`src/rcp_pkg.sv`:
```
`default_nettype none
package rcp_pkg;
   // Printed register offsets, kept as word indices
   localparam logic [7:0] IDX_RSVD_A = 8'h20;
   localparam logic [7:0] IDX_SUM_HI = 8'h21;
   localparam logic [7:0] IDX_SUM_LO = 8'h22;
   localparam logic [7:0] IDX_RSVD_B = 8'h23;
   localparam logic [7:0] IDX_PULSE_W = 8'h24;
   localparam logic [7:0] IDX_RSVD_C = 8'h25;
   localparam logic [7:0] IDX_RX_CFG = 8'h26;
   // Byte address is four times the index
   localparam int ADDR_IDX_LSB = 2;
   localparam int ADDR_IDX_MSB = 9;
   // Reset values
   localparam logic [7:0] RST_RSVD_A = 8'h00;
   localparam logic [7:0] RST_SUM_HI = 8'hFF;
   localparam logic [7:0] RST_SUM_LO = 8'hFF;
   localparam logic [7:0] RST_RSVD_B = 8'h88;
   localparam logic [7:0] RST_PULSE_W = 8'h26;
   localparam logic [7:0] RST_RSVD_C = 8'h87;
   localparam logic [7:0] RST_RX_CFG = 8'h48;
   // Receiver gain field layout
   localparam int GAIN_LSB = 4;
   localparam int GAIN_MSB = 6;
   localparam logic [2:0] RST_GAIN = RST_RX_CFG[GAIN_MSB:GAIN_LSB];
   localparam logic [3:0] RX_CFG_LOW_RSVD = RST_RX_CFG[3:0];
   // Gain in dB per code
   localparam logic [5:0] GAIN_18DB = 6'h12;
   localparam logic [5:0] GAIN_23DB = 6'h17;
   localparam logic [5:0] GAIN_33DB = 6'h21;
   localparam logic [5:0] GAIN_38DB = 6'h26;
   localparam logic [5:0] GAIN_43DB = 6'h2B;
   localparam logic [5:0] GAIN_48DB = 6'h30;
   // AXI responses
   localparam logic [1:0] RESP_OKAY = 2'h0;
   localparam logic [1:0] RESP_SLVERR = 2'h2;
endpackage
`default_nettype wire

```
`src/rcp_pulse_gen.sv`:
```
`timescale 1ns/1ps
`default_nettype none
module rcp_pulse_gen (
   // Clock and reset
   input wire logic clk_sys,
   input wire logic arst_n,
   input wire logic clkEn,
   // Control
   input wire logic carrierTick,
   input wire logic modStart,
   input wire logic [7:0] pulseWidthValue,
   // Output
   output logic modPulse_q
);
   import rcp_pkg::*;
   logic [7:0] cnt_q;
   logic [8:0] tickSeen_q;
   logic [7:0] widthSeen_q;

   // Pulse lasts setting plus one carrier ticks
   always_ff @(posedge clk_sys or negedge arst_n) begin
      if (!arst_n) begin
         modPulse_q <= 1'b0;
         cnt_q <= 8'h00;
      end else if (clkEn) begin
         if (modStart && !modPulse_q) begin
            modPulse_q <= 1'b1;
            cnt_q <= pulseWidthValue;
         end else if (modPulse_q && carrierTick) begin
            if (cnt_q == 8'h00) begin
               modPulse_q <= 1'b0;
            end else begin
               cnt_q <= cnt_q - 8'h01;
            end
         end
      end
   end

   // Helper count of ticks seen during a pulse
   always_ff @(posedge clk_sys or negedge arst_n) begin
      if (!arst_n) begin
         tickSeen_q <= 9'h000;
         widthSeen_q <= 8'h00;
      end else if (clkEn) begin
         if (modStart && !modPulse_q) begin
            tickSeen_q <= 9'h000;
            widthSeen_q <= pulseWidthValue;
         end else if (modPulse_q && carrierTick) begin
            tickSeen_q <= tickSeen_q + 9'h001;
         end
      end
   end
endmodule // rcp_pulse_gen
`default_nettype wire

```
`src/rcp_gain_dec.sv`:
```
`timescale 1ns/1ps
`default_nettype none
module rcp_gain_dec (
   // Clock and reset
   input wire logic clk_sys,
   input wire logic arst_n,
   input wire logic clkEn,
   // Gain code in, gain in dB out
   input wire logic [2:0] receiverGainField,
   output logic [5:0] gainDb_q
);
   import rcp_pkg::*;

   function automatic logic [5:0] decodeGain(input logic [2:0] code);
      case (code)
         3'h0, 3'h2: decodeGain = GAIN_18DB;
         3'h1, 3'h3: decodeGain = GAIN_23DB;
         3'h4: decodeGain = GAIN_33DB;
         3'h5: decodeGain = GAIN_38DB;
         3'h6: decodeGain = GAIN_43DB;
         3'h7: decodeGain = GAIN_48DB;
         default: decodeGain = GAIN_18DB;
      endcase
   endfunction

   always_ff @(posedge clk_sys or negedge arst_n) begin
      if (!arst_n) begin
         gainDb_q <= GAIN_33DB;
      end else if (clkEn) begin
         gainDb_q <= decodeGain(receiverGainField);
      end
   end
endmodule // rcp_gain_dec
`default_nettype wire

```
`src/rcp_config_page.sv`:
```
// Our own choice: register access over AXI4-Lite.
`timescale 1ns/1ps
`default_nettype none
// Notes on behaviour
// - Checksum high byte read-only, resets FFh
// - Checksum low byte read-only, resets FFh
// - Pulse width equals setting plus one
// - Width register read-write, resets 26h
// - Gain codes map to 18..48 dB
// - Receiver config resets 48h, gain writable
// - Reserved 20h reads 00h, no function
// - Reserved 23h reads 88h, no function
// - Reserved 25h reads 87h, no function
module rcp_config_page (
   // Clock and reset
   input wire logic clk_sys,
   input wire logic arst_n,
   input wire logic clkEn,
   // AXI4-Lite write address
   input wire logic [31:0] s_axi_awaddr,
   input wire logic s_axi_awvalid,
   output logic s_axi_awready,
   // AXI4-Lite write data
   input wire logic [31:0] s_axi_wdata,
   input wire logic [3:0] s_axi_wstrb,
   input wire logic s_axi_wvalid,
   output logic s_axi_wready,
   // AXI4-Lite write response
   output logic [1:0] s_axi_bresp,
   output logic s_axi_bvalid,
   input wire logic s_axi_bready,
   // AXI4-Lite read address
   input wire logic [31:0] s_axi_araddr,
   input wire logic s_axi_arvalid,
   output logic s_axi_arready,
   // AXI4-Lite read data
   output logic [31:0] s_axi_rdata,
   output logic [1:0] s_axi_rresp,
   output logic s_axi_rvalid,
   input wire logic s_axi_rready,
   // Checksum engine result
   input wire logic [15:0] checksumResult,
   input wire logic checksumLoad,
   // Modulation
   input wire logic carrierTick,
   input wire logic modStart,
   output logic modPulse,
   output logic [7:0] pulseWidthValue,
   // Receiver gain
   output logic [2:0] receiverGainField,
   output logic [5:0] receiverGainDb
);
   import rcp_pkg::*;

   logic awReady_q, wReady_q, bValid_q, arReady_q, rValid_q;
   logic [1:0] bResp_q, rResp_q;
   logic [31:0] rData_q;
   logic awHeld_q, wHeld_q;
   logic [31:0] awAddr_q, wData_q;
   logic [3:0] wStrb_q;
   logic awHeld_d, wHeld_d, bValid_d, rValid_d;
   logic awTake, wTake, arTake, doWrite;
   logic [8:0] wrDec, rdDec;
   logic [7:0] readByte;
   logic [7:0] sumHigh_q, sumLow_q, pulseWidth_q;
   logic [2:0] receiver_gain_field_q;

   // Map a byte address to {hit, index}
   function automatic logic [8:0] decodeAddr(input logic [31:0] addr);
      logic [7:0] idx;
      logic hit;
      idx = addr[ADDR_IDX_MSB:ADDR_IDX_LSB];
      hit = (addr[31:ADDR_IDX_MSB+1] == '0) && (addr[1:0] == 2'h0)
         && (idx >= IDX_RSVD_A) && (idx <= IDX_RX_CFG);
      decodeAddr = {hit, idx};
   endfunction

   assign awTake = s_axi_awvalid && awReady_q;
   assign wTake = s_axi_wvalid && wReady_q;
   assign arTake = s_axi_arvalid && arReady_q;
   assign doWrite = awHeld_q && wHeld_q && !bValid_q;
   assign wrDec = decodeAddr(awAddr_q);
   assign rdDec = decodeAddr(s_axi_araddr);

   // Next state of the write and read handshakes
   always_comb begin
      awHeld_d = awHeld_q;
      wHeld_d = wHeld_q;
      bValid_d = bValid_q;
      rValid_d = rValid_q;
      if (awTake) begin
         awHeld_d = 1'b1;
      end else if (doWrite) begin
         awHeld_d = 1'b0;
      end
      if (wTake) begin
         wHeld_d = 1'b1;
      end else if (doWrite) begin
         wHeld_d = 1'b0;
      end
      if (doWrite) begin
         bValid_d = 1'b1;
      end else if (bValid_q && s_axi_bready) begin
         bValid_d = 1'b0;
      end
      if (arTake) begin
         rValid_d = 1'b1;
      end else if (rValid_q && s_axi_rready) begin
         rValid_d = 1'b0;
      end
   end

   // Write channel handshake
   always_ff @(posedge clk_sys or negedge arst_n) begin
      if (!arst_n) begin
         awHeld_q <= 1'b0;
         wHeld_q <= 1'b0;
         bValid_q <= 1'b0;
         awReady_q <= 1'b0;
         wReady_q <= 1'b0;
         bResp_q <= RESP_OKAY;
         awAddr_q <= '0;
         wData_q <= '0;
         wStrb_q <= 4'h0;
      end else if (clkEn) begin
         awHeld_q <= awHeld_d;
         wHeld_q <= wHeld_d;
         bValid_q <= bValid_d;
         awReady_q <= !awHeld_d && !bValid_d;
         wReady_q <= !wHeld_d && !bValid_d;
         if (awTake) begin
            awAddr_q <= s_axi_awaddr;
         end
         if (wTake) begin
            wData_q <= s_axi_wdata;
            wStrb_q <= s_axi_wstrb;
         end
         if (doWrite) begin
            bResp_q <= wrDec[8] ? RESP_OKAY : RESP_SLVERR;
         end
      end
   end

   // Writable fields; other mapped registers ignore writes
   always_ff @(posedge clk_sys or negedge arst_n) begin
      if (!arst_n) begin
         pulseWidth_q <= RST_PULSE_W;
         receiver_gain_field_q <= RST_GAIN;
      end else if (clkEn && doWrite && wrDec[8] && wStrb_q[0]) begin
         if (wrDec[7:0] == IDX_PULSE_W) begin
            pulseWidth_q <= wData_q[7:0];
         end
         if (wrDec[7:0] == IDX_RX_CFG) begin
            receiver_gain_field_q <= wData_q[GAIN_MSB:GAIN_LSB];
         end
      end
   end

   // Checksum result bytes, loaded by the engine only
   always_ff @(posedge clk_sys or negedge arst_n) begin
      if (!arst_n) begin
         sumHigh_q <= RST_SUM_HI;
         sumLow_q <= RST_SUM_LO;
      end else if (clkEn && checksumLoad) begin
         sumHigh_q <= checksumResult[15:8];
         sumLow_q <= checksumResult[7:0];
      end
   end

   // Read data selection
   always_comb begin
      case (rdDec[7:0])
         IDX_RSVD_A: readByte = RST_RSVD_A;
         IDX_SUM_HI: readByte = sumHigh_q;
         IDX_SUM_LO: readByte = sumLow_q;
         IDX_RSVD_B: readByte = RST_RSVD_B;
         IDX_PULSE_W: readByte = pulseWidth_q;
         IDX_RSVD_C: readByte = RST_RSVD_C;
         IDX_RX_CFG: readByte = {1'b0, receiver_gain_field_q, RX_CFG_LOW_RSVD};
         default: readByte = 8'h00;
      endcase
   end

   // Read channel handshake
   always_ff @(posedge clk_sys or negedge arst_n) begin
      if (!arst_n) begin
         rValid_q <= 1'b0;
         arReady_q <= 1'b0;
         rData_q <= '0;
         rResp_q <= RESP_OKAY;
      end else if (clkEn) begin
         rValid_q <= rValid_d;
         arReady_q <= !rValid_d;
         if (arTake) begin
            rData_q <= rdDec[8] ? {24'h000000, readByte} : '0;
            rResp_q <= rdDec[8] ? RESP_OKAY : RESP_SLVERR;
         end
      end
   end

   assign s_axi_awready = awReady_q;
   assign s_axi_wready = wReady_q;
   assign s_axi_bvalid = bValid_q;
   assign s_axi_bresp = bResp_q;
   assign s_axi_arready = arReady_q;
   assign s_axi_rvalid = rValid_q;
   assign s_axi_rdata = rData_q;
   assign s_axi_rresp = rResp_q;
   assign pulseWidthValue = pulseWidth_q;
   assign receiverGainField = receiver_gain_field_q;

   // Modulation pulse; software keeps the width legal
   rcp_pulse_gen u_pulse (
      .clk_sys(clk_sys),
      .arst_n(arst_n),
      .clkEn(clkEn),
      .carrierTick(carrierTick),
      .modStart(modStart),
      .pulseWidthValue(pulseWidth_q),
      .modPulse_q(modPulse)
   );

   rcp_gain_dec u_gain (
      .clk_sys(clk_sys),
      .arst_n(arst_n),
      .clkEn(clkEn),
      .receiverGainField(receiver_gain_field_q),
      .gainDb_q(receiverGainDb)
   );
endmodule // rcp_config_page
`default_nettype wire

```
`config.mk`:
```
export PLATFORM = sky130hd
export DESIGN_NAME = rcp_config_page
export DESIGN_NICKNAME = d
export VERILOG_FILES = /design/src/rcp_pkg.sv /design/src/rcp_pulse_gen.sv /design/src/rcp_gain_dec.sv /design/src/rcp_config_page.sv
export SDC_FILE = /design/constraint.sdc
export NUM_CORES = 1
export LEC_CHECK = 0
export BUFFER_PORTS_ARGS = -buffer_cell sky130_fd_sc_hd__buf_2
export CAP_MARGIN = 20
export CELL_PAD_IN_SITES_DETAIL_PLACEMENT = 1
export CELL_PAD_IN_SITES_GLOBAL_PLACEMENT = 2
export CORE_MARGIN = 1
export CORE_UTILIZATION = 30
export DETAILED_ROUTE_END_ITERATION = 10
export GPL_TIMING_DRIVEN = 0
export PLACE_DENSITY = 0.89
export SYNTH_ARGS = -nofsm -noshare
export SYNTH_HDL_FRONTEND = slang
export SYNTH_SLANG_ARGS = --single-unit
```
`constraint.sdc`:
```
create_clock -name clk_sys -period 2.25 [get_ports clk_sys]
set_clock_uncertainty 0.15 [all_clocks]
set_input_delay 0.225 -clock clk_sys [delete_from_list [all_inputs] [get_ports clk_sys]]
set_output_delay 0.225 -clock clk_sys [all_outputs]
set_load 0.1 [all_outputs]
```
## After elaboration in Yosys (flattened, before gate mapping)

Memories as Yosys holds them, arrays and structs flattened. A register that Yosys moved wholly into a read port is not among the register bits.
Index checks and enable logic that the tools add are counted.

| cells by class | value |
|---|---|
| $add $sub $neg | 1 |
| multiply operators | 0 |
| div/mod/pow operators | 0 |
| $lt $le $gt $ge | 4 |
| eq/ne operators | 9 |
| shifts and indexed selects | 0 |
| mux-type cells | 18 |
| bitwise operators | 0 |
| reductions and logical operators | 43 |

Operators by type and width:

| operator | number |
|---|---|
| $eq 8x6->1 const B | 8 |
| $pmux 8 s6 | 1 |
| $logic_not 22->1 | 2 |
| $mux 8 | 4 |
| $logic_and 1x1->1 | 21 |
| $ge 8x6->1 const B | 2 |
| $le 8x6->1 const B | 2 |
| $reduce_and 2->1 | 6 |
| $mux 1 | 11 |
| $logic_not 8->1 | 1 |
| $sub 8x1->8 const B | 1 |
| $logic_not 1->1 | 7 |
| $reduce_and 3->1 | 2 |
| $logic_not 2->1 | 2 |
| $mux 2 | 2 |
| $reduce_bool 2->1 | 2 |
| $ne 2x2->1 const B | 1 |

| storage, ports and cells | value |
|---|---|
| register bits after elaboration | 120 |
| bits in latches | 0 |
| memory bits (writable) | 0 |
| memory bits (read-only) | 48 |
| input bits | 127 |
| output and inout port bits | 59 |
| memories kept | 1 |

Memory list:

| memory | words | bits a word | read ports | clocked after Yosys merged registers in | wr ports | line | RTL |
|---|---|---|---|---|---|---|---|
| (name not given) | 8 | 6 | 1 | 1 | 0 | rcp_gain_dec.sv:15 | `case (code)` |

## Logic depth before layout (Yosys ltp)

| logic depth | value |
|---|---|
| depth after elaboration | 7 |
| depth in mapped cells | 6 |

## Hierarchy

From an unflattened synthesis, not the netlist that was laid out.

| second synthesis, totals | value |
|---|---|
| cell total of the unflattened synthesis | 392 |
| area total of the unflattened synthesis | 4722.0 um2 |

Modules (own cells, without submodules):

| module | instances | cells an instance | area each (um2) |
|---|---|---|---|
| rcp_config_page | 1 | 297 | 3798.6 |
| rcp_pulse_gen | 1 | 67 | 621.8 |
| rcp_gain_dec | 1 | 28 | 301.5 |

## Worst setup path before layout

OpenSTA, ideal clock, no wires.

| timing path | value |
|---|---|
| path type | register to register |
| start point | register bValid_q, in the netlist s_axi_bvalid |
| end point | register receiver_gain_field_q[0], in the netlist receiverGainField[0] |
| arrival | 2328 ps |
| data required time | 1974 ps |
| path slack | -354 ps |
| stages on the path, launching flop included | 5 |
| buffers on the path | 0 |
| period minus slack after synthesis | 2604 ps |
| cell sequence | dfrtp_1 -> nand4b_4 -> or3_4 -> or4_4 -> mux2_4 |

| between the ends | value |
|---|---|
| word-level cells in the longest chain between the ends | 6 |

RTL lines:

| what | line | RTL |
|---|---|---|
| start, declared | rcp_config_page.sv:55 | `logic awReady_q, wReady_q, bValid_q, arReady_q, rValid_q;` |
| start signal, assigned | rcp_config_page.sv:128 | `bValid_q <= bValid_d;` |
| $logic_not 1->1 | rcp_config_page.sv:81 | `assign doWrite = awHeld_q && wHeld_q && !bValid_q;` |
| $logic_and 1x1->1 | rcp_config_page.sv:81 |  |
| $logic_and 1x1->1 (3 in a row) | rcp_config_page.sv:149 | `end else if (clkEn && doWrite && wrDec[8] && wStrb_q[0]) begin` |
| $reduce_and 2->1 (no source line) | -- |  |
| end signal, assigned | rcp_config_page.sv:154 | `receiver_gain_field_q <= wData_q[GAIN_MSB:GAIN_LSB];` |
| end, declared | rcp_config_page.sv:66 | `logic [2:0] receiver_gain_field_q;` |

Every way passes these cells.
A chain may end at the register's enable or synchronous reset.

## Worst setup path in the final report

| timing path | value |
|---|---|
| start point | register awAddr_q[11] |
| end point | register receiver_gain_field_q[0], in the netlist receiverGainField[0] |

| between the ends | value |
|---|---|
| word-level cells in the longest chain between the ends | 7 |

RTL lines:

| what | line | RTL |
|---|---|---|
| start, declared | rcp_config_page.sv:59 | `logic [31:0] awAddr_q, wData_q;` |
| start signal, assigned | rcp_config_page.sv:132 | `awAddr_q <= s_axi_awaddr;` |
| $logic_not 22->1 | rcp_config_page.sv:73 | `hit = (addr[31:ADDR_IDX_MSB+1] == '0) && (addr[1:0] == 2'h0)` |
| $logic_and 1x1->1 | rcp_config_page.sv:73 |  |
| $logic_and 1x1->1 (2 in a row) | rcp_config_page.sv:74 | `&& (idx >= IDX_RSVD_A) && (idx <= IDX_RX_CFG);` |
| $logic_and 1x1->1 (2 in a row) | rcp_config_page.sv:149 |  |
| $reduce_and 2->1 (no source line) | -- |  |

Every way passes these cells.

==> results by group <==
Setup path
  • Worst Path Class, Setup: flop to flop
  • CP Launch Type: flop
  • Arrival @ worst endpoint: 2.31 ns
  • Worst setup path startpoint: awAddr_q[11]
  • Crit-path max FO: 3
  • WP buf/inv: 1
  • R2R Path Start: awAddr_q[11]
  • CP max stage delay: 0.58 ns
  • CP cell instances: nor4_2 -> nand4_1 -> buf_4 -> or4_4 -> mux2_4
  • Delay-heaviest family, CP: simple AND/OR/NAND/NOR gates
  • Crit-path slowest cell: or4_4
  • Worst EP required: 2.32 ns
  • CP endpoint kind: flop

Global routing
  • Gr usage total: 0.1765
  • Number of global-route vias before repair: 4,262
  • Largest net degree at the start of global routing: 58
  • First-pass GRT wire length: 22,150 um
  • Total gr overflow: 0
  • Initial antenna violation count: 0

Pwr
  • Sw frac: 0.3599
  • Static Leak: 3.128 nW
  • Sw Pwr: 0.002320 W
  • Part of the power in combinational logic: 0.316
  • Worst VDD drop: 0.0004870 V
  • Clock power frac: 0.240
  • Internal: 0.004125 W
  • Share of power burned in registers: 0.444
  • Power per cell area: 956.7 mW/mm2

Timing
  • Rel. slew slack: 0.6038
  • Final-report setup violation count: 0
  • Minimum clock period: 2.233 ns
  • Fmax: 447.8 MHz
  • Final hold vios: 0
  • Worst Max-Slew Pin Slew: 0.5943 ns
  • Slew Limit Fails: 0
  • Crit share post-route: 0.9925

Routing
  • Mean routed wirelength per cell: 16.70 um
  • Vias per inst: 4.611
  • First-pass DRT Iterations: 4
  • WL final: 14,180 um
  • Post-route DRC: 0
  • Iter 0 DRT Violations: 113
  • Vias: 3,915
  • Number of routed nets with antenna violations: 0

Logic synthesis
  • Ys async rst share: 1.000
  • Predominant post-synthesis flop cell: dfrtp_1
  • Post-synthesis cell area: 0.004753 mm2
  • Yosys warns: 0
  • Synth unique cells: 52
  • Cell taking the most area after synthesis: dfrtp_1
  • Post-synthesis sequential area ratio: 0.5322
  • Top cell type's share of synthesized area: 0.4106
  • Top cells by area, synth: dfrtp_1 41%, mux2_2 16%, dfstp_2 12%
  • Number of synthesized flops with an enable pin: 0
  • Synth Register Bits: 100
  • Syn_area_per_cell: 11.77 um2
  • Syn Inst Count: 404

Placed design
  • Dpl cell area: 0.005797 mm2
  • Hpwl dp: 10,100 um
  • RD Place Congestion: 0.7759
  • Inst Count DP: 771
  • Port Buffer Count: 130

Final layout
  • Sequential cell area: 0.002535 mm2
  • Layout fillers: 1,711
  • Area growth, synth to finish: 41.72%
  • Nets: 765
  • Fin area: 0.006736 mm2
  • # diodes: 0
  • Multi-input logic area: 0.002053 mm2
  • Most common cell after layout, fill and taps aside: buf_2
  • Most frequent cells in the layout: 129 x buf_2, 76 x dfrtp_1, 68 x mux2_2
  • Fraction of layout cells with a size suffix above 1: 0.4404
  • Finished Layout Cells: 849

Clock network
  • Clk sink count: 100
  • TritonCTS clock tree: built
  • CTS H-Tree Depth: 3
  • CTS Buf Count: 9
  • Root buffer cell: clkbuf_16
  • Clock Path Buffers: 2
  • Reg clk slew, reported paths: 0.07 ns
  • Worst skew pair latency: 0.34 ns

Floorplan
  • Die height: 127.9 um
  • Io pins: 186
  • Die W: 127.9 um
  • Row count: 45
  • Die area: 0.01635 mm2
  • Starting Density: 0.3104
  • Core footprint: 0.01531 mm2

Run status
  • Outcome: finished, final reports clean

Job
  • Max_cap viols: 0

Worst hold path
  • Worst hold start: s_axi_bready
  • Hold WC Path Type: primary input to flop
==> cells by family (layout without fill, tap and decap cells) <==
group / Yosys count / in the layout / synth area share
muxes: 74 / 74 / 0.1769
AOI/OAI and AO/OA: 66 / 66 / 0.08792
DFF: 100 / 100 / 0.5322
other: 1 / 26 / 0.0007889
and+or+nand+nor: 103 / 103 / 0.1232
xor gates and xnor gates: 1 / 1 / 0.001843
buffers and inverters: 54 / 263 / 0.06396
adders and majority gates: 5 / 5 / 0.01316
==> timing repair <==
| action | CTS | global route |
|---|---|---|
| setup endpoints to repair | 11 | 14 |
| cloned | 0 | 0 |
| hold buffers | 57 | 1 |
| gates resized for setup | 2 | 4 |
| hold endpoints to repair | 96 | 1 |
| pin swaps | 1 | 4 |
| buffers inserted | 1 | 3 |
==> through the flow <==
| step | hold WS (ns) | setup WS, ns | TNS (ns) | utilization | power [W] |
|---|---|---|---|---|---|
| 6_report | 0.04440 | 0.01694 | 0 | 0.4399 | 0.006445 |
| 5_1_grt | 0.06600 | -0.01960 | -0.03702 | 0.4399 | 0.006784 |
| 4_1_cts | 0.00002998 | 0.001904 | 0 | 0.4359 | 0.006392 |
| 3_5_place_dp | 0.1106 | -0.2195 | -1.821 | 0.3785 | 0.004742 |
| 3_3_place_gp | 0.3078 | -0.4895 | -15.13 | 0.3766 | 0.004584 |
| 2_1_floorplan | -0.2206 | -0.1066 | -0.2770 | - | 0.004203 |
==> layout make-up <==
cell class	instances	share of cell area
Buffer	41	0.03789
Clock buffer	14	0.03770
Clock inverter	2	0.005201
Inverter	13	0.007244
Multi-Input combinational cell	275	0.3048
Sequential cell	100	0.3763
Tap cell	211	0.03919
Timing Repair Buffer	193	0.1917
==> per-layer routing <==
metal  share of wire  global-route usage  vias up
li1                -                   -     1864
met1            0.42              0.2059     1901
met2            0.51              0.3152      131
met3           0.061             0.04424       19
met4           0.016             0.05882        0
met5               0                   0        -
==> registers in the layout, summed over array words and instances, names as in the netlist, 3 cells and up <==
name               count
awAddr_q              32
pulseWidthValue        8
receiverGainField      3
s_axi_rdata            8
sumHigh_q              8
sumLow_q               8
u_gain.gainDb_q        6
u_pulse.cnt_q          8
wData_q                8
==> final timing paths <==
| path | end | slack (ns) | cells after the start |
|---|---|---|---|
| max in group asynchronous | sumLow_q[7] | 0.92 | 3 |
| hold / removal | s_axi_bvalid | 0.04 | 4 |
| setup / recovery | receiverGainField[0] | 0.02 | 5 |
| setup reg to reg | receiverGainField[0] | 0.02 | 5 |
| min in group asynchronous | awAddr_q[19] | 0.29 | 2 |
| hold reg to reg | s_axi_rdata[3] | 0.33 | 2 |
==> power by group through the flow <==
| stage | clock network, W | registers (W) | logic, W |
|---|---|---|---|
| final | 0.00155 | 0.00286 | 0.00204 |
| after global routing | 0.00166 | 0.00294 | 0.00219 |
| after CTS | 0.00158 | 0.00282 | 0.00200 |
| after detailed placement | 0 | 0.00283 | 0.00191 |
| after global placement | 0 | 0.00278 | 0.00181 |
| after floorplan | 0 | 0.00308 | 0.00112 |
==> tightest hold or removal path, stage by stage <==
cell	delay, ns
buf_2	0.09
nand2_1	0.06
nand2_1	0.08
nand2_1	0.05
==> synth_stat cells, drive strengths merged, types with 2 or more instances <==
master,count
a31oi,3
and4,3
ha,5
nand2,27
a21oi,17
clkbuf,12
or3,3
o221ai,2
nand4b,3
dfstp,22
mux2,71
nand3,8
nand4,4
a211oi,5
nor3,6
o22ai,2
nor2,18
mux2i,3
o21ai,19
nor4,13
dfrtp,78
inv,13
o22a,2
a2111oi,2
nand3b,2
a22oi,4
nor2b,6
buf,29
a21o,2
nand2b,3
Power figures use the tool's default switching activity.
